[src/tss_pkg.sv]
// Purpose: shared constants and types of the touch sense sequencer
// Assumes: 8-bit register port, 10-bit serial result from the converter core
// Notes: offsets are register indices on the plain register port
package tss_pkg;

  // register offsets
  localparam logic [3:0] OFS_CONTROL_ZERO = 4'h0;
  localparam logic [3:0] OFS_CONTROL_THREE = 4'h1;
  localparam logic [3:0] OFS_STATUS = 4'h2;
  localparam logic [3:0] OFS_PRECHARGE = 4'h3;
  localparam logic [3:0] OFS_ACQUISITION = 4'h4;
  localparam logic [3:0] OFS_GUARD = 4'h5;
  localparam logic [3:0] OFS_RESULT0_LOW = 4'h6;
  localparam logic [3:0] OFS_RESULT0_HIGH = 4'h7;
  localparam logic [3:0] OFS_RESULT1_LOW = 4'h8;
  localparam logic [3:0] OFS_RESULT1_HIGH = 4'h9;
  localparam logic [3:0] OFS_FLAGS = 4'hA;

  // sequencer_control_zero fields
  localparam int BIT_CONVERTER_ON = 0;
  localparam int BIT_GO = 1;
  // sequencer_control_three fields
  localparam int BIT_INT_POL = 0;
  localparam int BIT_EXT_POL = 1;
  localparam int BIT_OVERRIDE_EN = 2;
  localparam int BIT_BUS_OUT_EN = 3;
  localparam int BIT_INVERT_SECOND = 6;
  localparam int BIT_DOUBLE_SAMPLE = 7;
  // guard_control_reg fields
  localparam int BIT_GUARD_POL = 0;
  localparam int BIT_GUARD_B_EN = 6;
  localparam int BIT_GUARD_A_EN = 7;
  // peripheral_flag_reg fields
  localparam int BIT_DONE_FLAG = 0;
  // sequencer_status_reg fields
  localparam int BIT_SECOND = 2;

  // reset values
  localparam logic [7:0] RESET_REG = 8'h00;
  localparam logic [6:0] RESET_TIME = 7'h00;

  // converter result width and split over the two result bytes
  localparam int RESULT_W = 10;
  localparam int LOW_W = 8;

  // timing: clock rate and gap between the two conversions of a double sample
  localparam int CLK_PERIOD_NS = 25;
  localparam int GAP_CYCLES = 2;

  // stage codes shown in the status register
  localparam logic [1:0] STAGE_IDLE = 2'h0;
  localparam logic [1:0] STAGE_PRE = 2'h1;
  localparam logic [1:0] STAGE_ACQ = 2'h2;
  localparam logic [1:0] STAGE_CONV = 2'h3;

  typedef enum logic [2:0] {
    ST_IDLE,
    ST_PRE,
    ST_ACQ,
    ST_CONV,
    ST_GAP
  } seq_state_t;

  // drive toward sample switches, sensor pins, mux and converter core
  typedef struct packed {
    logic hold_isolate;
    logic hold_to_supply;
    logic chan_drive_en;
    logic chan_drive_high;
    logic chan_connect;
    logic mux_force_open;
    logic bus_pin_oe;
    logic bus_pin_out;
    logic guard_a;
    logic guard_b;
    logic adc_convert;
  } sensor_drive_t;

endpackage
[src/touch_sense_sequencer.sv]
// Purpose: pre-charge, acquisition and conversion sequencer for touch sensing
// Assumes: converter core returns result bits serially, most significant first
// Notes: stage times count instruction cycles made by a clock divider

// Notes on behaviour
// - pre-charge lasts programmed instruction cycles
// - zero pre-charge time skips that stage
// - start on go bit or trigger
// - hold capacitor isolated, tied per internal polarity
// - channel pin driven per external polarity
// - bus pin overridden when both enables set
// - mux forced open only in pre-charge
// - acquisition lasts programmed instruction cycles
// - acquisition follows pre-charge or start directly
// - acquisition releases channel drivers, connects channel
// - converter off halts any conversion
// - go bit reads set while busy
// - completion clears go, sets flag, stores
// - software abort stores partial, filled result
// - status register shows current stage
// - reset clears registers and cancels sequence
// - double sample gives two conversions
// - first result pair zero, second pair one
// - second sequence starts two clocks later
// - second conversion uses inverted polarities
// - guards follow polarity, toggle at acquisition
// - second guard phases inverted when enabled
module touch_sense_sequencer #(
  parameter int INSTR_DIV = 4
) (
  input wire logic clk_sys,
  input wire logic reset,
  input wire logic [3:0] reg_addr,
  input wire logic [7:0] reg_wdata,
  input wire logic reg_wr,
  input wire logic reg_rd,
  output logic [7:0] reg_rdata,
  input wire logic special_trigger,
  input wire logic conv_bit_valid,
  input wire logic conv_bit,
  output logic conversion_done_flag,
  output tss_pkg::sensor_drive_t drive
);
  import tss_pkg::*;

  ////////////////////////////////////////////////////////////////////////////
  // elaboration checks
  // divider counter is 8 bits wide
  if (INSTR_DIV < 1 || INSTR_DIV > 256) begin : g_bad_div
    $error("INSTR_DIV must lie between 1 and 256");
  end

  ////////////////////////////////////////////////////////////////////////////
  // helpers
  // first stage of a sequence, skipping stages whose time is zero
  function automatic seq_state_t first_stage(input logic [6:0] pre_t,
                                             input logic [6:0] acq_t);
    if (pre_t != 7'h00) begin
      return ST_PRE;
    end else if (acq_t != 7'h00) begin
      return ST_ACQ;
    end else begin
      return ST_CONV;
    end
  endfunction
  // unconverted low bits copy the last bit converted
  function automatic logic [RESULT_W-1:0] fill_partial(input logic [RESULT_W-1:0] bits,
                                                        input logic [3:0] done_n,
                                                        input logic last);
    logic [RESULT_W-1:0] r;
    r = bits;
    for (int i = 0; i < RESULT_W; i++) begin
      if (i < RESULT_W - int'(done_n)) begin
        r[i] = last;
      end
    end
    return r;
  endfunction

  ////////////////////////////////////////////////////////////////////////////
  // declarations
  localparam logic [7:0] DIV_LAST = 8'(INSTR_DIV - 1);
  localparam logic [3:0] LAST_BIT = 4'(RESULT_W - 1);
  localparam logic [1:0] GAP_LAST = 2'(GAP_CYCLES - 1);
  logic [7:0] div_cnt; // instruction cycle divider
  logic instr_tick; // one-cycle enable per instruction cycle
  logic [7:0] control_zero; // converter_on lives here; go is derived
  logic [7:0] control_three; // polarities, overrides, double sample
  logic [6:0] precharge_time; // pre-charge length in instruction cycles
  logic [6:0] acquisition_time; // acquisition length in instruction cycles
  logic [7:0] guard_control; // guard enables and polarity
  logic [RESULT_W-1:0] result0; // first conversion
  logic [RESULT_W-1:0] result1; // second conversion
  seq_state_t state; // sequencer stage
  seq_state_t next_state;
  logic [6:0] stage_timer; // instruction cycles left in stage
  logic [1:0] gap_cnt; // clocks spent between conversions
  logic second; // second conversion of a double sample
  logic [3:0] bit_cnt; // result bits received so far
  logic [RESULT_W-1:0] shift_bits; // result bits in place
  logic last_bit; // last bit received
  logic guard_level; // current guard ring level
  logic next_guard_level;
  logic converter_on;
  logic on_after_write; // enable as it stands once this edge has passed
  logic busy;
  logic wr_ctrl0;
  logic sw_start;
  logic trig_start;
  logic start;
  logic sw_abort;
  logic halt;
  logic last_sample;
  logic conv_complete;
  logic invert;
  logic [1:0] stage_code;
  assign converter_on = control_zero[BIT_CONVERTER_ON];
  assign busy = (state != ST_IDLE);
  assign wr_ctrl0 = reg_wr && (reg_addr == OFS_CONTROL_ZERO);
  assign on_after_write = wr_ctrl0 ? reg_wdata[BIT_CONVERTER_ON] : converter_on;
  assign sw_start = wr_ctrl0 && reg_wdata[BIT_GO] && converter_on;
  assign trig_start = special_trigger && converter_on;
  assign start = !busy && (sw_start || trig_start);
  assign sw_abort = busy && wr_ctrl0 && !reg_wdata[BIT_GO];
  assign halt = busy && !converter_on;
  assign last_sample = conv_bit_valid && (bit_cnt == LAST_BIT);
  assign conv_complete = (state == ST_CONV) && last_sample && !halt && !sw_abort;
  assign invert = second && control_three[BIT_INVERT_SECOND]
                  && control_three[BIT_DOUBLE_SAMPLE];

  ////////////////////////////////////////////////////////////////////////////
  // instruction cycle divider
  // free-running, so the first instruction cycle of a stage may be partial
  always_ff @(posedge clk_sys) begin
    if (reset) begin
      div_cnt <= 8'h00;
      instr_tick <= 1'b0;
    end else if (div_cnt == DIV_LAST) begin
      div_cnt <= 8'h00;
      instr_tick <= 1'b1;
    end else begin
      div_cnt <= div_cnt + 8'h01;
      instr_tick <= 1'b0;
    end
  end

  ////////////////////////////////////////////////////////////////////////////
  // control registers
  // reset clears all settings
  always_ff @(posedge clk_sys) begin
    if (reset) begin
      control_zero <= RESET_REG;
      control_three <= RESET_REG;
      precharge_time <= RESET_TIME;
      acquisition_time <= RESET_TIME;
      guard_control <= RESET_REG;
    end else if (reg_wr) begin
      case (reg_addr)
        // only the enable is stored; go is the busy state
        OFS_CONTROL_ZERO: control_zero <= {7'h00, reg_wdata[BIT_CONVERTER_ON]};
        OFS_CONTROL_THREE: control_three <= reg_wdata;
        OFS_PRECHARGE: precharge_time <= reg_wdata[6:0];
        OFS_ACQUISITION: acquisition_time <= reg_wdata[6:0];
        OFS_GUARD: guard_control <= reg_wdata;
        default: ; // other offsets hold no writable settings
      endcase
    end
  end

  ////////////////////////////////////////////////////////////////////////////
  // stage sequencing
  // next stage from timers, converter bits and software
  always_comb begin
    next_state = state;
    case (state)
      ST_IDLE: begin
        if (start) begin
          next_state = first_stage(precharge_time, acquisition_time);
        end
      end
      ST_PRE: begin
        if (instr_tick && stage_timer == 7'h01) begin
          next_state = (acquisition_time != 7'h00) ? ST_ACQ : ST_CONV;
        end
      end
      ST_ACQ: begin
        if (instr_tick && stage_timer == 7'h01) begin
          next_state = ST_CONV;
        end
      end
      ST_CONV: begin
        if (last_sample) begin
          next_state = (control_three[BIT_DOUBLE_SAMPLE] && !second) ? ST_GAP : ST_IDLE;
        end
      end
      ST_GAP: begin
        if (gap_cnt == GAP_LAST) begin
          next_state = first_stage(precharge_time, acquisition_time);
        end
      end
      default: next_state = ST_IDLE;
    endcase
    // abort and halt override any stage
    if (halt || sw_abort) begin
      next_state = ST_IDLE;
    end
  end

  // stage register and stage timers
  always_ff @(posedge clk_sys) begin
    if (reset) begin
      state <= ST_IDLE;
      stage_timer <= 7'h00;
      gap_cnt <= 2'h0;
    end else begin
      state <= next_state;
      if (next_state == ST_PRE && state != ST_PRE) begin
        stage_timer <= precharge_time;
      end else if (next_state == ST_ACQ && state != ST_ACQ) begin
        stage_timer <= acquisition_time;
      end else if (instr_tick && stage_timer != 7'h00) begin
        stage_timer <= stage_timer - 7'h01;
      end
      gap_cnt <= (state == ST_GAP) ? gap_cnt + 2'h1 : 2'h0;
    end
  end

  // which conversion of a double sample is running
  always_ff @(posedge clk_sys) begin
    if (reset || next_state == ST_IDLE) begin
      second <= 1'b0;
    end else if (next_state == ST_GAP) begin
      second <= 1'b1;
    end
  end

  ////////////////////////////////////////////////////////////////////////////
  // result assembly and storage
  // bits land in place, most significant first; cleared between conversions
  always_ff @(posedge clk_sys) begin
    if (reset || state == ST_IDLE || state == ST_GAP) begin
      bit_cnt <= 4'h0;
      shift_bits <= '0;
      last_bit <= 1'b0;
    end else if (state == ST_CONV && conv_bit_valid && bit_cnt != 4'(RESULT_W)) begin
      shift_bits[LAST_BIT - bit_cnt] <= conv_bit;
      last_bit <= conv_bit;
      bit_cnt <= bit_cnt + 4'h1;
    end
  end

  // result pairs; a halted conversion keeps the previous result, an abort stores a filled partial one
  always_ff @(posedge clk_sys) begin
    if (reset) begin
      result0 <= '0;
      result1 <= '0;
    end else if (start && control_three[BIT_DOUBLE_SAMPLE]) begin
      // second pair reads zero until its conversion lands
      result1 <= '0;
    end else if (conv_complete) begin
      if (second) begin
        result1 <= fill_partial(shift_bits, LAST_BIT, conv_bit);
      end else begin
        result0 <= fill_partial(shift_bits, LAST_BIT, conv_bit);
      end
    end else if (sw_abort && converter_on) begin
      if (second) begin
        result1 <= fill_partial(shift_bits, bit_cnt, last_bit);
      end else begin
        result0 <= fill_partial(shift_bits, bit_cnt, last_bit);
      end
    end
  end

  // done flag; a completion beats a software clear in the same cycle
  always_ff @(posedge clk_sys) begin
    if (reset) begin
      conversion_done_flag <= 1'b0;
    end else if (conv_complete && next_state == ST_IDLE) begin
      conversion_done_flag <= 1'b1;
    end else if (reg_wr && reg_addr == OFS_FLAGS) begin
      conversion_done_flag <= reg_wdata[BIT_DONE_FLAG];
    end
  end

  ////////////////////////////////////////////////////////////////////////////
  // guard ring level
  // level set at pre-charge start, flipped at acquisition start
  always_comb begin
    next_guard_level = guard_level;
    if (next_state == ST_PRE && state != ST_PRE) begin
      next_guard_level = guard_control[BIT_GUARD_POL] ^ invert;
    end else if (next_state == ST_ACQ && state != ST_ACQ) begin
      next_guard_level = !(guard_control[BIT_GUARD_POL] ^ invert);
    end
  end

  // ring level starts low until the first pre-charge or acquisition
  always_ff @(posedge clk_sys) begin
    guard_level <= reset ? 1'b0 : next_guard_level;
  end

  ////////////////////////////////////////////////////////////////////////////
  // pin, switch and converter drive
  // decoded from the next stage so every output lines up with the state
  always_ff @(posedge clk_sys) begin
    if (reset) begin
      drive <= '0;
    end else begin
      drive <= '0;
      // guards live whenever enabled and on
      // follows the enable being written, so guards drop with the turn-off write
      drive.guard_a <= guard_control[BIT_GUARD_A_EN] && on_after_write && next_guard_level;
      drive.guard_b <= guard_control[BIT_GUARD_B_EN] && on_after_write && next_guard_level;
      case (next_state)
        ST_PRE: begin
          drive.hold_isolate <= 1'b1;
          drive.hold_to_supply <= control_three[BIT_INT_POL] ^ invert;
          drive.chan_drive_en <= 1'b1;
          drive.chan_drive_high <= control_three[BIT_EXT_POL] ^ invert;
          drive.mux_force_open <= 1'b1;
          drive.bus_pin_oe <= control_three[BIT_BUS_OUT_EN]
                              && control_three[BIT_OVERRIDE_EN];
          drive.bus_pin_out <= control_three[BIT_INT_POL] ^ invert;
        end
        ST_ACQ: begin
          drive.chan_connect <= 1'b1;
        end
        ST_CONV: begin
          drive.adc_convert <= 1'b1;
        end
        default: ; // idle and gap leave every override released
      endcase
    end
  end

  ////////////////////////////////////////////////////////////////////////////
  // register read port
  // stage code for status
  always_comb begin
    case (state)
      ST_PRE: stage_code = STAGE_PRE;
      ST_ACQ: stage_code = STAGE_ACQ;
      ST_CONV: stage_code = STAGE_CONV;
      default: stage_code = STAGE_IDLE;
    endcase
  end

  // read data stand in the cycle after the strobe only
  always_ff @(posedge clk_sys) begin
    if (reset || !reg_rd) begin
      reg_rdata <= 8'h00;
    end else begin
      case (reg_addr)
        OFS_CONTROL_ZERO: reg_rdata <= {6'h00, busy, converter_on};
        OFS_CONTROL_THREE: reg_rdata <= control_three;
        OFS_STATUS: reg_rdata <= {5'h00, second, stage_code};
        OFS_PRECHARGE: reg_rdata <= {1'b0, precharge_time};
        OFS_ACQUISITION: reg_rdata <= {1'b0, acquisition_time};
        OFS_GUARD: reg_rdata <= guard_control;
        OFS_RESULT0_LOW: reg_rdata <= result0[LOW_W-1:0];
        OFS_RESULT0_HIGH: reg_rdata <= {6'h00, result0[RESULT_W-1:LOW_W]};
        OFS_RESULT1_LOW: reg_rdata <= result1[LOW_W-1:0];
        OFS_RESULT1_HIGH: reg_rdata <= {6'h00, result1[RESULT_W-1:LOW_W]};
        OFS_FLAGS: reg_rdata <= {7'h00, conversion_done_flag};
        default: reg_rdata <= 8'h00; // unmapped offsets read zero
      endcase
    end
  end

endmodule

[config.mk]
export PLATFORM = sky130hd
export DESIGN_NAME = touch_sense_sequencer
export DESIGN_NICKNAME = d
export VERILOG_FILES = /design/src/tss_pkg.sv /design/src/touch_sense_sequencer.sv
export SDC_FILE = /design/constraint.sdc
export NUM_CORES = 1
export LEC_CHECK = 0
export ABC_AREA = 1
export ABC_CLOCK_PERIOD_IN_PS = 4390
export BUFFER_PORTS_ARGS = -buffer_cell sky130_fd_sc_hd__clkbuf_2
export CAP_MARGIN = 15
export CORE_AREA = 4 4 103 105
export DETAILED_ROUTE_END_ITERATION = 12
export DIE_AREA = 0 0 107 109
export PLACE_DENSITY_LB_ADDON = 0.1
export SETUP_SLACK_MARGIN = 0.5
export SLEW_MARGIN = 20
export SYNTH_ARGS = -nofsm -noshare
export SYNTH_HDL_FRONTEND = slang
export SYNTH_SLANG_ARGS = --single-unit
[constraint.sdc]
create_clock -name clk_sys -period 4.39 [get_ports clk_sys]
set_clock_uncertainty 0.15 [all_clocks]
set_input_delay 0.439 -clock clk_sys [delete_from_list [all_inputs] [get_ports clk_sys]]
set_output_delay 0.439 -clock clk_sys [all_outputs]
set_load 0.02 [all_outputs]
==> results <==
- The flow ran to the end, and the final reports show no timing, DRC or antenna violations.
- The maximum fanout encountered on the critical timing path is 14.
- Dividing total power by cell area gives a power density of 313 mW/mm^2.
- The clock transition at the registers of the reported paths is ~100 ps.
- After detailed routing, the average wire length per cell comes to 15.5 um.
- STA classifies the critical path startpoint as a flop.
- The number of global-route vias before repair was roughly 4500.
- Setup slack closes at 1900 ps.
- The sequential cell area in the final layout is 0.00212 sq mm.
- The routed wire length is ~14 mm.
- The post-synthesis cell count is 716.
- The number of nets in the synthesized netlist is between 700 and 800.
- Leaving out fill and tap cells, the most frequent cell in the layout is sky130_fd_sc_hd__inv_1.
- The average cell area after synthesis is 7.31 sq um.
- Data on the critical path arrives at its endpoint at around 2600 ps.
- The I/O pin count is 39.
- The pin count of the biggest net entering global routing is 36.
- The die height is 109 um.
- The aggregate global routing overflow is 0.
- The critical path is of the reg -> reg type.
- The power after layout is 1.78 mW.
- The first global-routing pass estimated 22.2 mm of wire.
- The number of buffers created by CTS is 9.
- Across the run, the number of max-cap violations was 0.
- The minimum clock period after layout is 2490 ps.
- The area occupied by multi-input gates is about 0.0026 sq mm.
- The row count is 36.
- The tightest hold path in the finished design has a slack of 212 ps.
- Adding up every negative setup slack in the final design gives 0 ps.
- In this run the worst hold path is classified as in -> reg.
- The number of warning messages in the yosys log is 0.
- The cell repeated most along the worst path is sky130_fd_sc_hd__nor2_1.
- The count of clock tree sinks is 106.
- The die area is 0.0117 sq mm.
- Clock latency on the worst-skew pair, taken at its later pin, is around 380 ps.
- The number of different library cells used by synthesis comes to 45.
- The number of DRC violations after detailed routing is 0.
- Walking the worst path, the cells encountered are inv_1 -> ha_1 -> nand4_1 -> nand2_1 -> nand2_1 -> nor2_1 -> nand3_2 -> nand2_4 -> nand4_4 -> nand3_2 -> o21ai_0 -> nor2_1 -> nor2_1.
- Counting the fill cells in the layout gives about 970.
- The share of post-route cells with drive strength above 1 is between 10% and 20%.
- VDD sags by at most 0.209 mV.
- The number of vias in the routed layout is 4774.
- In this run the standard cell core region covers around 0.0096 sq mm.
- The normalized max-slew margin is 49.4%.
- The overall fraction of global-route tracks in use is about a quarter.
- The wire-length estimate of the detail-placed layout is 10.3 mm.
- The die is 107 um wide.
- The number of synthesized register bits is between 100 and 150.
- Setup violations remaining at the end of the flow were counted as 0.
- Using the TritonRoute via totals, the vias-per-cell ratio works out to between 5 and 6.
- In the layout the commonest cells are 110 x sky130_fd_sc_hd__inv_1, 106 x sky130_fd_sc_hd__dfxtp_1, 89 x sky130_fd_sc_hd__nand2_1.
- The type of element capturing the critical path is a flop.
- After clock tree synthesis, the flow added hold-fix buffers numbering 0.
- The layout overhead on the synthesized area is 8.65%.
- The number of enable flip-flop cells after synthesis is 0.
- The top achievable clock speed is around 0.4 GHz.
- The largest individual stage delay along the critical path comes from the cell sky130_fd_sc_hd__dfxtp_1.
- The count of nets left with antenna violations once routing finished came out at 0.
- On the worst path, the slowest cell contributes a delay of 380 ps.
- The final period utilization is approximately 57%.
- In this run the clock root is driven by a sky130_fd_sc_hd__clkbuf_8.
- The first-pass iteration count of the detailed router is 5.
- Once the clock tree was built, the resizer swapped 0 gates to a different size.
- The post-layout net count is 774.
- The pre-CTS setup slack is ~1900 ps.
- The worst-margin pin slew is between 700 and 800 ps.
- Counting both buffers and inverters, the worst setup path holds a total of 1.
- Setup repair after global routing left no endpoint under its margin.
- The effective utilization at floorplan is 54.3%.
- Summing the sequential cell areas from Yosys gives 40.5% of the chip area.
- The count of endpoints failing hold in the final timing report is 0.
- The congestion estimate from routability-driven global placement came to 0.897.
- The number of antenna violations at the first check in global routing is 0.
- The largest registers in the layout are result0 (10), result1 (10), shift_bits (10).
- The fraction of registers with async set/reset is 0%.
- The combined area of all synthesized cells is 0.00524 sq mm.
- The clock passes through at most 2 buffers.
- The detailed router's first-iteration violation count is 297.
- The standby leakage power is 2.36 nW.
- The required time at the endpoint of the critical path is 4510 ps.
- The final cell utilization of the core is 59.0%.
- Post-CTS timing repair inserted 0 buffers for setup.
- The number of buffers inserted by port buffering is 38.
- The final number of max-transition violations is 0.
- TritonCTS built the clock tree.
- In this run the number of H-tree levels came out at 3.
- The commonest register cell after synthesis is sky130_fd_sc_hd__dfxtp_1.
- In this design, the largest share of critical-path delay is due to simple AND/OR/NAND/NOR gates.
- The antenna diode instance count is 0.
cells in the mapped netlist, types with 2 or more instances:
cell / instances / share of area [%]
sky130_fd_sc_hd__nand2_1: 89 / 6.4
sky130_fd_sc_hd__nand4_1: 4 / 0.48
sky130_fd_sc_hd__mux2i_1: 7 / 1.3
sky130_fd_sc_hd__o21ai_0: 58 / 5.5
sky130_fd_sc_hd__a31oi_1: 9 / 1.1
sky130_fd_sc_hd__xor2_1: 9 / 1.5
sky130_fd_sc_hd__clkbuf_1: 16 / 1.1
sky130_fd_sc_hd__o211ai_1: 9 / 1.3
sky130_fd_sc_hd__nand3_1: 37 / 3.5
sky130_fd_sc_hd__nor3_1: 24 / 2.3
sky130_fd_sc_hd__nor2_2: 4 / 0.48
sky130_fd_sc_hd__or2_2: 4 / 0.48
sky130_fd_sc_hd__or2_0: 2 / 0.24
sky130_fd_sc_hd__nand2_2: 6 / 0.72
sky130_fd_sc_hd__o22ai_1: 7 / 0.84
sky130_fd_sc_hd__inv_2: 5 / 0.36
sky130_fd_sc_hd__o21ai_1: 4 / 0.38
sky130_fd_sc_hd__a21oi_1: 61 / 5.8
sky130_fd_sc_hd__o2111ai_1: 2 / 0.33
sky130_fd_sc_hd__nor2_4: 6 / 1.3
sky130_fd_sc_hd__xnor2_1: 2 / 0.33
sky130_fd_sc_hd__nor2_1: 79 / 5.7
sky130_fd_sc_hd__a211oi_1: 4 / 0.57
sky130_fd_sc_hd__inv_1: 110 / 7.9
sky130_fd_sc_hd__buf_4: 6 / 0.86
sky130_fd_sc_hd__nor4_1: 6 / 0.72
sky130_fd_sc_hd__dfxtp_1: 106 / 41
sky130_fd_sc_hd__ha_1: 12 / 2.9
sky130_fd_sc_hd__nand2_4: 2 / 0.43
sky130_fd_sc_hd__a221oi_1: 10 / 1.7
sky130_fd_sc_hd__nand3_2: 2 / 0.38
per-layer routing:
layer | wire length, um | vias up | global-route usage [%] | part of all wire [%]
met2 | 6410 | 136 | 41.3 | 47
met5 | 0 | - | 0 | 0
met3 | 750 | 21 | 5.68 | 5.5
li1 | - | 2420 | - | -
met4 | 240 | 0 | 6.21 | 1.8
met1 | 6210 | 2197 | 31.8 | 46
worst register-to-register path, delay by kind of cell (launching register included):
family	cells	cell delay, ps
buffers and inverters	1	130
DFF	1	380
AOI/OAI and AO/OA	1	120
adders and majority gates	1	220
and+or+nand+nor	10	1370
report_power, final:
group          total (mW)  leakage, nW  switching [mW]  internal (mW)
sequential          0.989        0.856          0.0121          0.977
clock               0.622        0.101           0.330          0.292
combinational       0.168         1.40           0.113         0.0559
total                1.78         2.36           0.455           1.32
area by class of cell:
type | instances | share of cell area (%)
tap | 133 | 2.92
clock buffer | 11 | 2.66
sequential | 106 | 37.3
clock inverter | 4 | 0.901
multi-input combinational | 470 | 45.0
inverter | 116 | 7.65
timing repair buffer | 40 | 3.61
cell families after synthesis:
group,share of synthesized area (%)
XOR/XNOR,1.84
flip-flops,40.5
buffers and inverters,10.6
adder cells (fa/ha/maj),2.87
AND/OR/NAND/NOR,24.2
multiplexers,1.34
AO/OA/AOI/OAI,18.6
per-stage QoR:
| step | cells | instance area [sq um] |
|---|---|---|
| after floorplan | 716 | 5240 |
| after global placement | 865 | 5490 |
| after detailed placement | 865 | 5490 |
| after CTS | 880 | 5690 |
| after global routing | 880 | 5690 |
| final | 880 | 5690 |
path summary, 6_finish.rpt:
check	start	depth (start not counted)	slack (ps)	to
worst min register to register	gap_cnt[0]	1	290	gap_cnt[0]
worst max register to register	bit_cnt[1]	13	1900	stage_timer[3]
worst max-delay path	bit_cnt[1]	13	1900	stage_timer[3]
worst min-delay path	reg_wdata[4]	3	210	guard_control[4]
No activity file was read; power rests on OpenSTA's default activity.
